===== config.mk =====
export PLATFORM = sky130hd
export DESIGN_NAME = sli_status_lamps
export DESIGN_NICKNAME = d
export VERILOG_FILES = /design/src/sli_status_lamps.v
export VERILOG_INCLUDE_DIRS = /design/src
export SDC_FILE = /design/constraint.sdc
export NUM_CORES = 1
export LEC_CHECK = 0
export BUFFER_PORTS_ARGS = -buffer_cell sky130_fd_sc_hd__clkbuf_2
export CORE_MARGIN = 5
export CORE_UTILIZATION = 35
export CTS_CLUSTER_SIZE = 12
export DETAILED_ROUTE_END_ITERATION = 8
export HOLD_SLACK_MARGIN = 0.15
export SETUP_SLACK_MARGIN = 0.3
export SLEW_MARGIN = 5
export SYNTH_ARGS = -nofsm -noshare
export SYNTH_HDL_FRONTEND = slang
export SYNTH_SLANG_ARGS = --single-unit

===== constraint.sdc =====
create_clock -name clk_i -period 4.95 [get_ports clk_i]
set_input_delay 0 -clock clk_i [delete_from_list [all_inputs] [get_ports clk_i]]
set_output_delay 0 -clock clk_i [all_outputs]
set_load 0.02 [all_outputs]

===== src/sli_regs.vh =====
`ifndef SLI_REGS_VH
`define SLI_REGS_VH
// Lamp colour codes {red, green}; yellow is both bits lit
`define SLI_LAMP_OFF 2'b00
`define SLI_LAMP_GRN 2'b01
`define SLI_LAMP_RED 2'b10
`define SLI_LAMP_YEL 2'b11
// Clock and blink timing
`define SLI_CLK_HZ 10000000
`define SLI_BLINK_4HZ_HALF_CYC (`SLI_CLK_HZ / 8)
`define SLI_DIV_W 24
// Teach-in restart window, minutes
`define SLI_TEACH_WIN_MIN 5
`define SLI_TEACH_WIN_CYC (32'd60 * `SLI_TEACH_WIN_MIN * `SLI_CLK_HZ)
// Self-test duration, cycles
`define SLI_SELFTEST_CYC 20000000
`endif


===== src/sli_status_lamps.v =====
`timescale 1ns/100ps
`default_nettype none
`include "sli_regs.vh"
module sli_status_lamps #(
  parameter SELFTEST_CYC = `SLI_SELFTEST_CYC,
  parameter TEACH_WIN_CYC = `SLI_TEACH_WIN_CYC,
  parameter HALF_4HZ_CYC = `SLI_BLINK_4HZ_HALF_CYC,
  parameter UNLOCKED_OUTPUTS_ON = 1'b0
) (
  input wire clk_i,
  input wire rst_b_i,
  input wire actuator_valid_i,
  input wire actuator_taught_i,
  input wire teach_busy_i,
  input wire teach_done_i,
  input wire lock_request_i,
  input wire locked_i,
  input wire release_ch1_i,
  input wire release_ch2_i,
  output reg [1:0] status_lamp_o,
  output reg [1:0] lock_lamp_o,
  output reg [1:0] fault_hint_lamp_o,
  output reg [1:0] safety_output_pair_o,
  output reg teach_fail_o
);
  localparam ST_SELFTEST = 3'h0;
  localparam ST_RUN = 3'h1;
  localparam ST_TEACH = 3'h2;
  localparam ST_TAUGHT = 3'h3;
  localparam ST_FAIL_TIME = 3'h4;
  localparam ST_FAIL_GONE = 3'h5;

  reg [2:0] state_reg;
  reg [2:0] state_next;
  // Wide timer: five minutes at full clock rate
  reg [31:0] timer_reg;
  reg [31:0] timer_next;

  reg [`SLI_DIV_W-1:0] div_reg;
  reg [`SLI_DIV_W-1:0] div_next;
  reg [2:0] phase_reg;
  reg [2:0] phase_next;

  reg [1:0] status_next;
  reg [1:0] lock_next;
  reg [1:0] hint_next;
  reg [1:0] run_lock;
  reg outs_next;
  reg fail_next;

  wire div_wrap;
  wire blink4;
  wire blink2;
  wire blink1;
  wire chans_ok;
  wire selftest_end;
  wire window_end;

  assign div_wrap = (div_reg >= HALF_4HZ_CYC - 1);

  always @* begin
    div_next = div_reg + {{(`SLI_DIV_W-1){1'b0}}, 1'b1};
    phase_next = phase_reg;
    if (div_wrap) begin
      div_next = {`SLI_DIV_W{1'b0}};
      phase_next = phase_reg + 3'h1;
    end
  end

  always @(posedge clk_i or negedge rst_b_i) begin
    if (!rst_b_i) begin
      div_reg <= {`SLI_DIV_W{1'b0}};
    end else begin
      div_reg <= div_next;
    end
  end

  // One phase word, so equal rates stay in step
  always @(posedge clk_i or negedge rst_b_i) begin
    if (!rst_b_i) begin
      phase_reg <= 3'h0;
    end else begin
      phase_reg <= phase_next;
    end
  end

  assign blink4 = phase_reg[0];
  assign blink2 = phase_reg[1];
  assign blink1 = phase_reg[2];
  assign chans_ok = release_ch1_i & release_ch2_i;
  assign selftest_end = (timer_reg >= SELFTEST_CYC - 1);
  assign window_end = (timer_reg >= TEACH_WIN_CYC - 1);

  // Timer runs only in self-test and taught window
  always @* begin
    state_next = state_reg;
    timer_next = timer_reg + 32'h1;
    case (state_reg)
      ST_SELFTEST: begin
        if (selftest_end) begin
          state_next = ST_RUN;
          timer_next = 32'h0;
        end
      end
      ST_RUN: begin
        timer_next = 32'h0;
        if (teach_busy_i) begin
          state_next = ST_TEACH;
        end
      end
      ST_TEACH: begin
        timer_next = 32'h0;
        if (!actuator_valid_i) begin
          state_next = ST_FAIL_GONE;
        end else if (teach_done_i) begin
          state_next = ST_TAUGHT;
        end
      end
      ST_TAUGHT: begin
        if (window_end) begin
          state_next = ST_FAIL_TIME;
          timer_next = 32'h0;
        end
      end
      // Fail states end only at reset
      ST_FAIL_TIME: begin
        timer_next = 32'h0;
      end
      ST_FAIL_GONE: begin
        timer_next = 32'h0;
      end
      default: begin
        state_next = ST_SELFTEST;
        timer_next = 32'h0;
      end
    endcase
  end

  always @* begin
    run_lock = `SLI_LAMP_OFF;
    if (!lock_request_i) begin
      run_lock = `SLI_LAMP_OFF;
    end else if (locked_i) begin
      run_lock = `SLI_LAMP_GRN;
    end else begin
      run_lock = blink1 ? `SLI_LAMP_GRN : `SLI_LAMP_OFF;
    end
  end

  // Defaults status red, lock and hint dark, outputs off, so any gap fails safe
  always @* begin
    status_next = `SLI_LAMP_RED;
    lock_next = `SLI_LAMP_OFF;
    hint_next = `SLI_LAMP_OFF;
    outs_next = 1'b0;
    case (state_reg)
      ST_SELFTEST: begin
        status_next = blink2 ? `SLI_LAMP_GRN : `SLI_LAMP_RED;
        lock_next = blink2 ? `SLI_LAMP_GRN : `SLI_LAMP_YEL;
        hint_next = blink2 ? `SLI_LAMP_YEL : `SLI_LAMP_RED;
      end
      ST_TEACH: begin
        status_next = blink4 ? `SLI_LAMP_GRN : `SLI_LAMP_OFF;
        hint_next = blink4 ? `SLI_LAMP_YEL : `SLI_LAMP_RED;
      end
      ST_TAUGHT: begin
        status_next = blink4 ? `SLI_LAMP_GRN : `SLI_LAMP_OFF;
        hint_next = blink4 ? `SLI_LAMP_YEL : `SLI_LAMP_OFF;
      end
      ST_FAIL_TIME: begin
        status_next = blink4 ? `SLI_LAMP_GRN : `SLI_LAMP_RED;
        hint_next = blink4 ? `SLI_LAMP_RED : `SLI_LAMP_OFF;
      end
      ST_FAIL_GONE: begin
        status_next = blink4 ? `SLI_LAMP_GRN : `SLI_LAMP_RED;
        hint_next = `SLI_LAMP_RED;
      end
      default: begin
        lock_next = run_lock;
        if (!actuator_valid_i) begin
          status_next = `SLI_LAMP_RED;
          if (!actuator_taught_i) begin
            hint_next = blink4 ? `SLI_LAMP_YEL : `SLI_LAMP_RED;
          end else if (!chans_ok) begin
            hint_next = `SLI_LAMP_YEL;
          end
        end else if (!chans_ok) begin
          hint_next = `SLI_LAMP_YEL;
          status_next = blink1 ? `SLI_LAMP_GRN : `SLI_LAMP_OFF;
        end else if (lock_request_i && locked_i) begin
          status_next = `SLI_LAMP_GRN;
          outs_next = 1'b1;
        end else if (!lock_request_i && !locked_i && UNLOCKED_OUTPUTS_ON) begin
          status_next = `SLI_LAMP_GRN;
          outs_next = 1'b1;
        end else begin
          status_next = blink1 ? `SLI_LAMP_GRN : `SLI_LAMP_OFF;
        end
      end
    endcase
  end

  // Flag follows the state being entered
  always @* begin
    fail_next = 1'b0;
    if ((state_next == ST_FAIL_TIME) || (state_next == ST_FAIL_GONE)) begin
      fail_next = 1'b1;
    end
  end

  always @(posedge clk_i or negedge rst_b_i) begin
    if (!rst_b_i) begin
      state_reg <= ST_SELFTEST;
      timer_reg <= 32'h0;
    end else begin
      state_reg <= state_next;
      timer_reg <= timer_next;
    end
  end

  always @(posedge clk_i or negedge rst_b_i) begin
    if (!rst_b_i) begin
      status_lamp_o <= `SLI_LAMP_OFF;
    end else begin
      status_lamp_o <= status_next;
    end
  end

  always @(posedge clk_i or negedge rst_b_i) begin
    if (!rst_b_i) begin
      lock_lamp_o <= `SLI_LAMP_OFF;
    end else begin
      lock_lamp_o <= lock_next;
    end
  end

  always @(posedge clk_i or negedge rst_b_i) begin
    if (!rst_b_i) begin
      fault_hint_lamp_o <= `SLI_LAMP_OFF;
    end else begin
      fault_hint_lamp_o <= hint_next;
    end
  end

  // Both bits from one decode, so the pair never splits
  always @(posedge clk_i or negedge rst_b_i) begin
    if (!rst_b_i) begin
      safety_output_pair_o <= 2'b00;
    end else begin
      safety_output_pair_o <= {outs_next, outs_next};
    end
  end

  always @(posedge clk_i or negedge rst_b_i) begin
    if (!rst_b_i) begin
      teach_fail_o <= 1'b0;
    end else begin
      teach_fail_o <= fail_next;
    end
  end
endmodule // sli_status_lamps
`default_nettype wire


==> results, run 1 <==
- The worst setup path is launched from a flop.
- In the global route stage, met1 resource usage came out at 0.168.
- The H-tree generated during clock tree synthesis spans 3 levels.
- The x dimension of the die is 113 um.
- The number of buffers created by CTS is 9.
- The number of filler instances in the final layout is 976.
- Of the synthesized area, sequential elements account for 0.473.
- The later pin in the worst-skew pair is clocked with a latency of 0.36 ns.
- The number of pins with negative max-slew slack in the final report is 0.
- In the finished design, the share of the clock period the worst path needs comes to 0.515.
- The congestion estimate from routability-driven global placement came to 0.804.
- For this run, the top clock speed supported by timing is 392 MHz.
- In this run, synthesis inferred 0 flip-flops with an integrated enable.
- Setup repair after global routing left no endpoint under its margin.
- The setup check on the worst reg-to-reg path leaves a slack of 2.40 ns.
- In the global route stage, overall resource usage came out at 0.125.
- Setup violations remaining at the end of the flow were counted as 0.
- For this run, the number of Yosys warnings is 0.
- The number of violations reported at the end of detailed-routing iteration 0 is 224.
- The number of sinks driven by the clock tree is 70.
- At the end of the flow the core is filled with cells to 0.412.
- The area growth from synthesis to layout is 14.7%.
- The run finished with clean final reports.
- The register with the most flip-flops in the layout has 32 of them.
- The commonest cells after synthesis are sky130_fd_sc_hd__dfrtp_1 (70), sky130_fd_sc_hd__nor2_1 (38), sky130_fd_sc_hd__nand2_1 (27), sky130_fd_sc_hd__xor2_1 (26), sky130_fd_sc_hd__a21oi_1 (25).
- Counting every instance in the synthesized netlist gives 372.
- For this run the aggregate overflow at the end of global routing stands at 0.
- In this run the critical register-to-register path is captured at timer_reg[1]$_DFF_PN0_.
- The worst-case clock buffer depth is 2.
- The final design area excluding fillers is 4250 sq um.
- The number of diodes added for antenna fixing is 0.
- Along the worst path, the maximum fanout reaches 33.
- The slew at the pin with the worst max-slew slack is 0.876 ns.
- The number of maximum-capacitance violations is 0.
- The category of the worst setup path capture point is a flop.
- The first-pass GRT wire length is 12.9 mm.
- After detailed routing, the number of vias per cell comes to 5.12.
- The required time at the worst-slack endpoint is 5.22 ns.
- For this run, the leading register cell type out of synthesis is sky130_fd_sc_hd__dfrtp_1.
- The critical path endpoint is timer_reg[1]$_DFF_PN0_.
- The most repeated cell in the gate-level netlist after synthesis is sky130_fd_sc_hd__dfrtp_1.
- For this run, global-route usage on met2 was measured as 0.183.
- The remaining antenna violation count after routing is 0.
- Summed over all failing endpoints, the final setup total negative slack is 0 ns.
- After global routing, the most crowded layer is met2.
- The maximum number of pins on one net before global-route repair is 71.
- Once detailed placement completed, the half-perimeter wirelength came to 4.66 mm.
- The initial antenna violation count is 0.
- Ranked by total cell area, the synthesized netlist is headed by sky130_fd_sc_hd__dfrtp_1 (47%), sky130_fd_sc_hd__xor2_1 (6.1%), sky130_fd_sc_hd__xnor2_1 (5.2%).
- The core region area is 10300 sq um.
- The floorplan step defined a die boundary enclosing 12700 sq um.
- The global routing usage on met3 is 0.0417.
- By startpoint and endpoint, the worst setup path is classified as flop to flop.
- The initial standard-cell utilization of the core is 0.359.
- The number of port buffers is 18.
- In this run the vertical extent of the chip is 113 um.
- For this block, the routed nets add up to 7.39 mm of wire.
- The synthesized design contains 70 register bits.
- The startpoint of the lowest-slack register-to-register path is timer_reg[0]$_DFF_PN0_.
- Measured in cells, the most critical reg-to-reg path has a length of 6.
- After synthesis, the mean cell area works out to 9.96 sq um.
- In the final routed layout, each cell accounts on average for 13.7 um.
- The analysis attributes to cell leakage a power of 0.00178 uW.
- The setup clock skew after layout is 0.00738 ns.
- The clock transition time at the flip-flop clock pins of the worst setup and hold paths is 0.08 ns.
- Of all flip-flops after synthesis, the portion carrying an async set or reset was 1.00.
- For the finished layout, the period the worst path requires is 2.55 ns.
- During I/O placement, the number of pins put on the boundary was 19.
- The number of cell rows is 37.
- For this run, design rule violations remaining after detail routing come to 0.
- Of the post-synthesis cell area, the dominant cell type holds 0.473.
- In the final layout, the share of cells above drive strength 1 is 0.148.
- The tightest min-delay check is of the primary input to async pin type.
- The number of global-route vias before repair is 2673.
- TritonCTS built the clock tree.
- VDD sags by at most 0.229 mV.
- The unique cell type count in the Yosys netlist is 59.
- Data on the critical path arrives at its endpoint at 2.82 ns.
- The power density relative to cell area is 376 nW/um^2.
- In this run the worst setup path begins at timer_reg[0]$_DFF_PN0_.
- The cell area after placement is 3880 sq um.
- The number of hold violations in the final report was 0.
- The number of detailed-route iterations in the first pass is 4.
- Headroom to the max-slew limit came out at 0.416.
- The synthesized netlist occupies a cell area of 3700 sq um.
- The number of nets at the end of the flow is 413.
- The library cell with the largest summed area after synthesis is sky130_fd_sc_hd__dfrtp_1.
- The root buffer cell chosen for the clock tree is sky130_fd_sc_hd__clkbuf_8.
- Across all layers, the routed design uses 2771 vias.
## kinds of logic (layout without fill, tap and decap cells)
kind of cell / after synthesis / in the layout / share of synthesized area
buf+inv: 27 / 58 / 0.0382
compound gates: 70 / 70 / 0.130
flops: 70 / 70 / 0.473
other cells: 1 / 3 / 0.00101
fa+ha+maj: 3 / 3 / 0.0101
simple gates: 148 / 148 / 0.220
xor+xnor: 48 / 48 / 0.113
mux: 5 / 5 / 0.0149
## critical path: stages (launching register included)
cell and delay, ns:
sky130_fd_sc_hd__dfrtp_1 0.40, sky130_fd_sc_hd__ha_1 0.24, sky130_fd_sc_hd__nand4_1 0.25, sky130_fd_sc_hd__nor2_1 0.09, sky130_fd_sc_hd__o311ai_1 0.37, sky130_fd_sc_hd__nand3_2 0.71
sky130_fd_sc_hd__a21boi_0 0.38
## worst min-delay path by stage
stage,to,cells past startpoint,startpoint,slack [ns]
CTS,div_reg[3]$_DFF_PN0_,3,rst_b_i,0.40
detailed placement,safety_output_pair_o[0]$_DFF_PN0_,3,release_ch2_i,0.26
global route,div_reg[0]$_DFF_PN0_,3,rst_b_i,0.48
finish,div_reg[0]$_DFF_PN0_,3,rst_b_i,0.36
floorplan,div_reg[0]$_DFF_PN0_,0,rst_b_i,-0.30
global placement,div_reg[0]$_DFF_PN0_,2,rst_b_i,0.26
## stage by stage
stage                     power, uW  hold WS [ns]  setup slack, ns  std cells
after floorplan                 950        -0.296             3.02        374
after global placement         1030         0.260             2.54        513
after detailed placement       1040         0.261             2.40        513
after CTS                      1620         0.399             2.38        541
after global routing           1690         0.480             2.16        541
final                          1600         0.362             2.40        541
## per-layer routing
layer  part of all wire  vias up
met1               0.48     1310
li1                   -     1376
met5                  0        -
met4              0.019        0
met3              0.060        8
met2               0.44       77
## power breakdown
part | total (uW) | switching, uW | internal (uW) | leakage [uW]
logic | 338 | 208 | 130 | 0.000717
clock network | 563 | 226 | 337 | 0.000124
registers | 695 | 60.8 | 634 | 0.000942
## what timing repair did
item                      in CTS  in global routing
hold buffers                  12                  0
gates resized for setup        0                  0
hold endpoints to repair      78                  0
buffers inserted               0                  0
## cells in the final DEF (no fill, tap or decap), types with 4 or more instances in the layout
cell and instances:
sky130_fd_sc_hd__or3_1 4, sky130_fd_sc_hd__a21oi_1 25, sky130_fd_sc_hd__mux2i_1 4, sky130_fd_sc_hd__nor2b_1 4, sky130_fd_sc_hd__inv_1 9, sky130_fd_sc_hd__nor3_1 7
sky130_fd_sc_hd__dfrtp_1 70, sky130_fd_sc_hd__xnor2_1 22, sky130_fd_sc_hd__clkbuf_8 9, sky130_fd_sc_hd__dlygate4sd3_1 12, sky130_fd_sc_hd__a21oi_2 12, sky130_fd_sc_hd__o21ai_0 7
sky130_fd_sc_hd__clkbuf_2 17, sky130_fd_sc_hd__and3_1 12, sky130_fd_sc_hd__nor2_1 38, sky130_fd_sc_hd__nand3_1 17, sky130_fd_sc_hd__nand2_1 27, sky130_fd_sc_hd__xor2_1 26
sky130_fd_sc_hd__nand4_1 19
## area by class of cell
class	count	area (sq um)	share of cell area
clock inverters	7	121	0.0286
clock buffers	9	124	0.0292
well taps	136	170	0.0400
repair buffers	32	225	0.0530
multi-input cells	277	1820	0.428
inverters	10	37.5	0.00883
flip-flops and latches	70	1750	0.412
Note: power is estimated with default switching activity, not from simulation.
==> inputs of run 2 (changes only) <==
Clock period 4.95 ns to 2.25 ns, I/O delays scaled along.
==> results, run 2 (synthesis results as in run 1) <==
- Setup repair after global routing could not meet its margin everywhere.
- The met1 wire length is 3.79 mm.
- The critical path goes through nand4b_1 -> nor4_4 -> o311ai_2 -> nand3_2 -> buf_6 -> a21oi_2.
- The most common library cell in the layout ignoring fill and taps is sky130_fd_sc_hd__dfrtp_1.
- The share of total power dissipated in sequential elements is 0.466.
- After layout, the design draws a total of 3310 uW.
- The number of port buffers is 18.
- After legalization and detailed placement, the total HPWL measured 4.94 mm.
- The amount of wire on met3 after detailed routing is 365 um.
- The number of filler instances in the final layout is 973.
- The analysis attributes to net switching a power of 1070 uW.
- Row generation in the floorplan step produced 37 rows.
- Timing would allow up to 527 MHz.
- The initial standard-cell utilization of the core is 0.359.
- Headroom to the max-slew limit came out at 0.386.
- The detail route stage leaves a number of antenna-violating nets equal to 0.
- The area growth from synthesis to layout is 20.9%.
- The startpoint of the lowest-slack register-to-register path is timer_reg[24]$_DFF_PN0_.
- The summed negative setup slack over all endpoints is 0 ns.
- After routing the design area is 4480 sq um.
- The number of sinks driven by the clock tree is 70.
- Summed over all layers, the routed wires come to 7.85 mm.
- Setup violations remaining at the end of the flow were counted as 0.
- After floorplanning, the core was sized to cover 10300 sq um.
- In the layout the commonest cells are sky130_fd_sc_hd__dfrtp_1 (68), sky130_fd_sc_hd__nor2_1 (34), sky130_fd_sc_hd__nand2_1 (27), sky130_fd_sc_hd__xor2_1 (26), sky130_fd_sc_hd__a21oi_1 (25).
- The clock network latency to the later pin of the worst-skew pair is 0.35 ns.
- Tracing the worst setup path back leads to its startpoint at timer_reg[24]$_DFF_PN0_.
- The capture point of the worst reg-to-reg path is timer_reg[10]$_DFF_PN0_.
- The kind of cell adding the most delay to the critical path is simple AND/OR/NAND/NOR gates.
- Of the cells placed in the final design, the portion with a size suffix greater than 1 is 0.218.
- The minimum setup slack among reg-to-reg paths is 0.35 ns.
- The switching power share of the total is 0.324.
- The number of violations reported at the end of detailed-routing iteration 0 is 256.
- Clock-pin slew was measured on the worst setup and hold paths at 0.07 ns.
- The standby leakage power is 0.00187 uW.
- The clock network fraction of design power is 0.285.
- The clock arrives with 0.0120 ns of skew.
- The clock tree from TritonCTS is done.
- The number of global-route vias before repair is 2825.
- Entering global routing, the biggest net connects 40 pins.
- The cell sitting at the root of the clock tree is a sky130_fd_sc_hd__clkbuf_8.
- The final layout contains 432 nets.
- The H-tree generated during clock tree synthesis spans 3 levels.
- After detailed routing, the met2 layer carries 3.60 mm of wire.
- The cell count along the critical path is 6.
- At the end of routability-driven placement, the weighted congestion stood at 0.810.
- In this run the cell area measured after placement is 3980 sq um.
- The min-delay analysis places its worst path in the category primary input to async pin.
- Setup slack on the critical path of the routed design comes to 0.352 ns.
- The critical path ends at timer_reg[10]$_DFF_PN0_.
- The die covers 12700 sq um.
- For the pin with the worst max-slew slack, the measured transition is 0.921 ns.
- Clock tree synthesis inserted a total of 9 buffers.
- The detail-routed via count per cell is 5.19.
- The delay contributed by the slowest stage of the critical path is 0.51 ns.
- The largest individual stage delay along the critical path comes from the cell sky130_fd_sc_hd__dfrtp_1.
- 0 antenna diodes ended up in the layout.
- The critical-path maximum fanout is 9.
- The number of hold violations in the final report is 0.
- Max-cap violations in this run came to 0.
- The class of the most critical setup path is flop to flop.
- In this run the vertical extent of the chip is 113 um.
- The clock passes through at most 2 buffers.
- The detailed router used layers up to and including met4.
- STA puts the critical path data arrival time at 2.12 ns.
- The run finished with clean final reports.
- The share of total power dissipated in combinational logic is 0.249.
- The initial antenna violation count is 0.
- At the worst endpoint, the required time is 2.47 ns.
- The largest vdd supply drop is 0.461 mV.
- Global routing finished with a remaining overflow of 0.
- The first global-routing pass estimated 13.1 mm of wire.
- For this run, the total global-route usage over all layers was measured as 0.124.
- Together, buffers and inverters on the worst path number 1.
- In the finished design, the share of the clock period the worst path needs comes to 0.844.
- The total DRC errors in the routed layout is 0.
- Internal power comes to 2240 uW.
- The worst-case setup slack after placement is 0.179 ns.
- Dividing total power by cell area gives a power density of 739 nW/um^2.
- The number of cells on the worst reg-to-reg path is 6.
- Summing over every cut layer, the via total after detailed routing is 2897.
- For the finished layout, the period the worst path requires is 1.90 ns.
- The number of detailed-route iterations in the first pass is 4.
- The startpoint type of the worst setup path is a flop.
- The x dimension of the die is 113 um.
- The number of pins with negative max-slew slack in the final report came to 0.
- Pin placement for this block handled 19 I/O pins.
- The category of the worst setup path capture point is a flop.
- Dividing the detail-routed wire length by the instance count gives 14.1 um.
- The register with the most flip-flops in the layout has 32 of them.
==> run 2: cell count changes in the layout (fill, tap and decap cells not counted), sizes merged <==
cell,delta
buf,+17
bufinv,-2
clkbuf,+2
clkinv,-1
clkinvlp,+2
inv,-1
==> run 2: layout make-up <==
| type | instances | area, sq um | share of cell area |
|---|---|---|---|
| Multi-Input combinational cell | 277 | 1890 | 0.422 |
| Clock inverter | 5 | 52.6 | 0.0117 |
| Inverter | 10 | 41.3 | 0.00922 |
| Timing Repair Buffer | 51 | 447 | 0.0997 |
| Tap cell | 136 | 170 | 0.0380 |
| Clock buffer | 9 | 124 | 0.0276 |
| Sequential cell | 70 | 1750 | 0.392 |
==> run 2: worst min-delay path by stage <==
stage,from,end,slack (ns),depth (start not counted)
2_1_floorplan,rst_b_i,div_reg[0]$_DFF_PN0_,-0.30,0
3_3_place_gp,rst_b_i,div_reg[3]$_DFF_PN0_,0.18,1
3_5_place_dp,rst_b_i,div_reg[3]$_DFF_PN0_,0.19,1
4_1_cts,rst_b_i,timer_reg[7]$_DFF_PN0_,0.36,2
5_1_grt,rst_b_i,timer_reg[7]$_DFF_PN0_,0.44,2
6_report,rst_b_i,div_reg[3]$_DFF_PN0_,0.33,2
==> run 2: power by group through the flow <==
stage	registers, uW	clock network, uW	logic [uW]
after detailed placement	1550	0	763
after global routing	1560	1020	925
after global placement	1550	0	756
after CTS	1530	983	786
after floorplan	1560	0	533
final	1540	945	823
==> run 2: stage by stage <==
step                      utilization  instances  hold slack (ns)
final                           0.434        558            0.333
after global routing            0.434        558            0.442
after CTS                       0.416        549            0.356
after detailed placement        0.385        522            0.190
after global placement          0.385        522            0.185
after floorplan                     -        374           -0.296
==> run 2: layer usage <==
| layer | up-vias | global-route usage |
|---|---|---|
| li1 | 1408 | - |
| met1 | 1427 | 0.164 |
| met2 | 54 | 0.195 |
| met3 | 8 | 0.0305 |
| met4 | 0 | 0.0505 |
| met5 | - | 0 |
==> run 2: repair_timing <==
item	4_1_cts	5_1_grt
hold buffers	12	0
buffers inserted	1	6
setup endpoints to repair	24	58
pin swaps	2	11
endpoints found under the hold margin	45	0
gates cloned	0	3
resized for setup	3	20
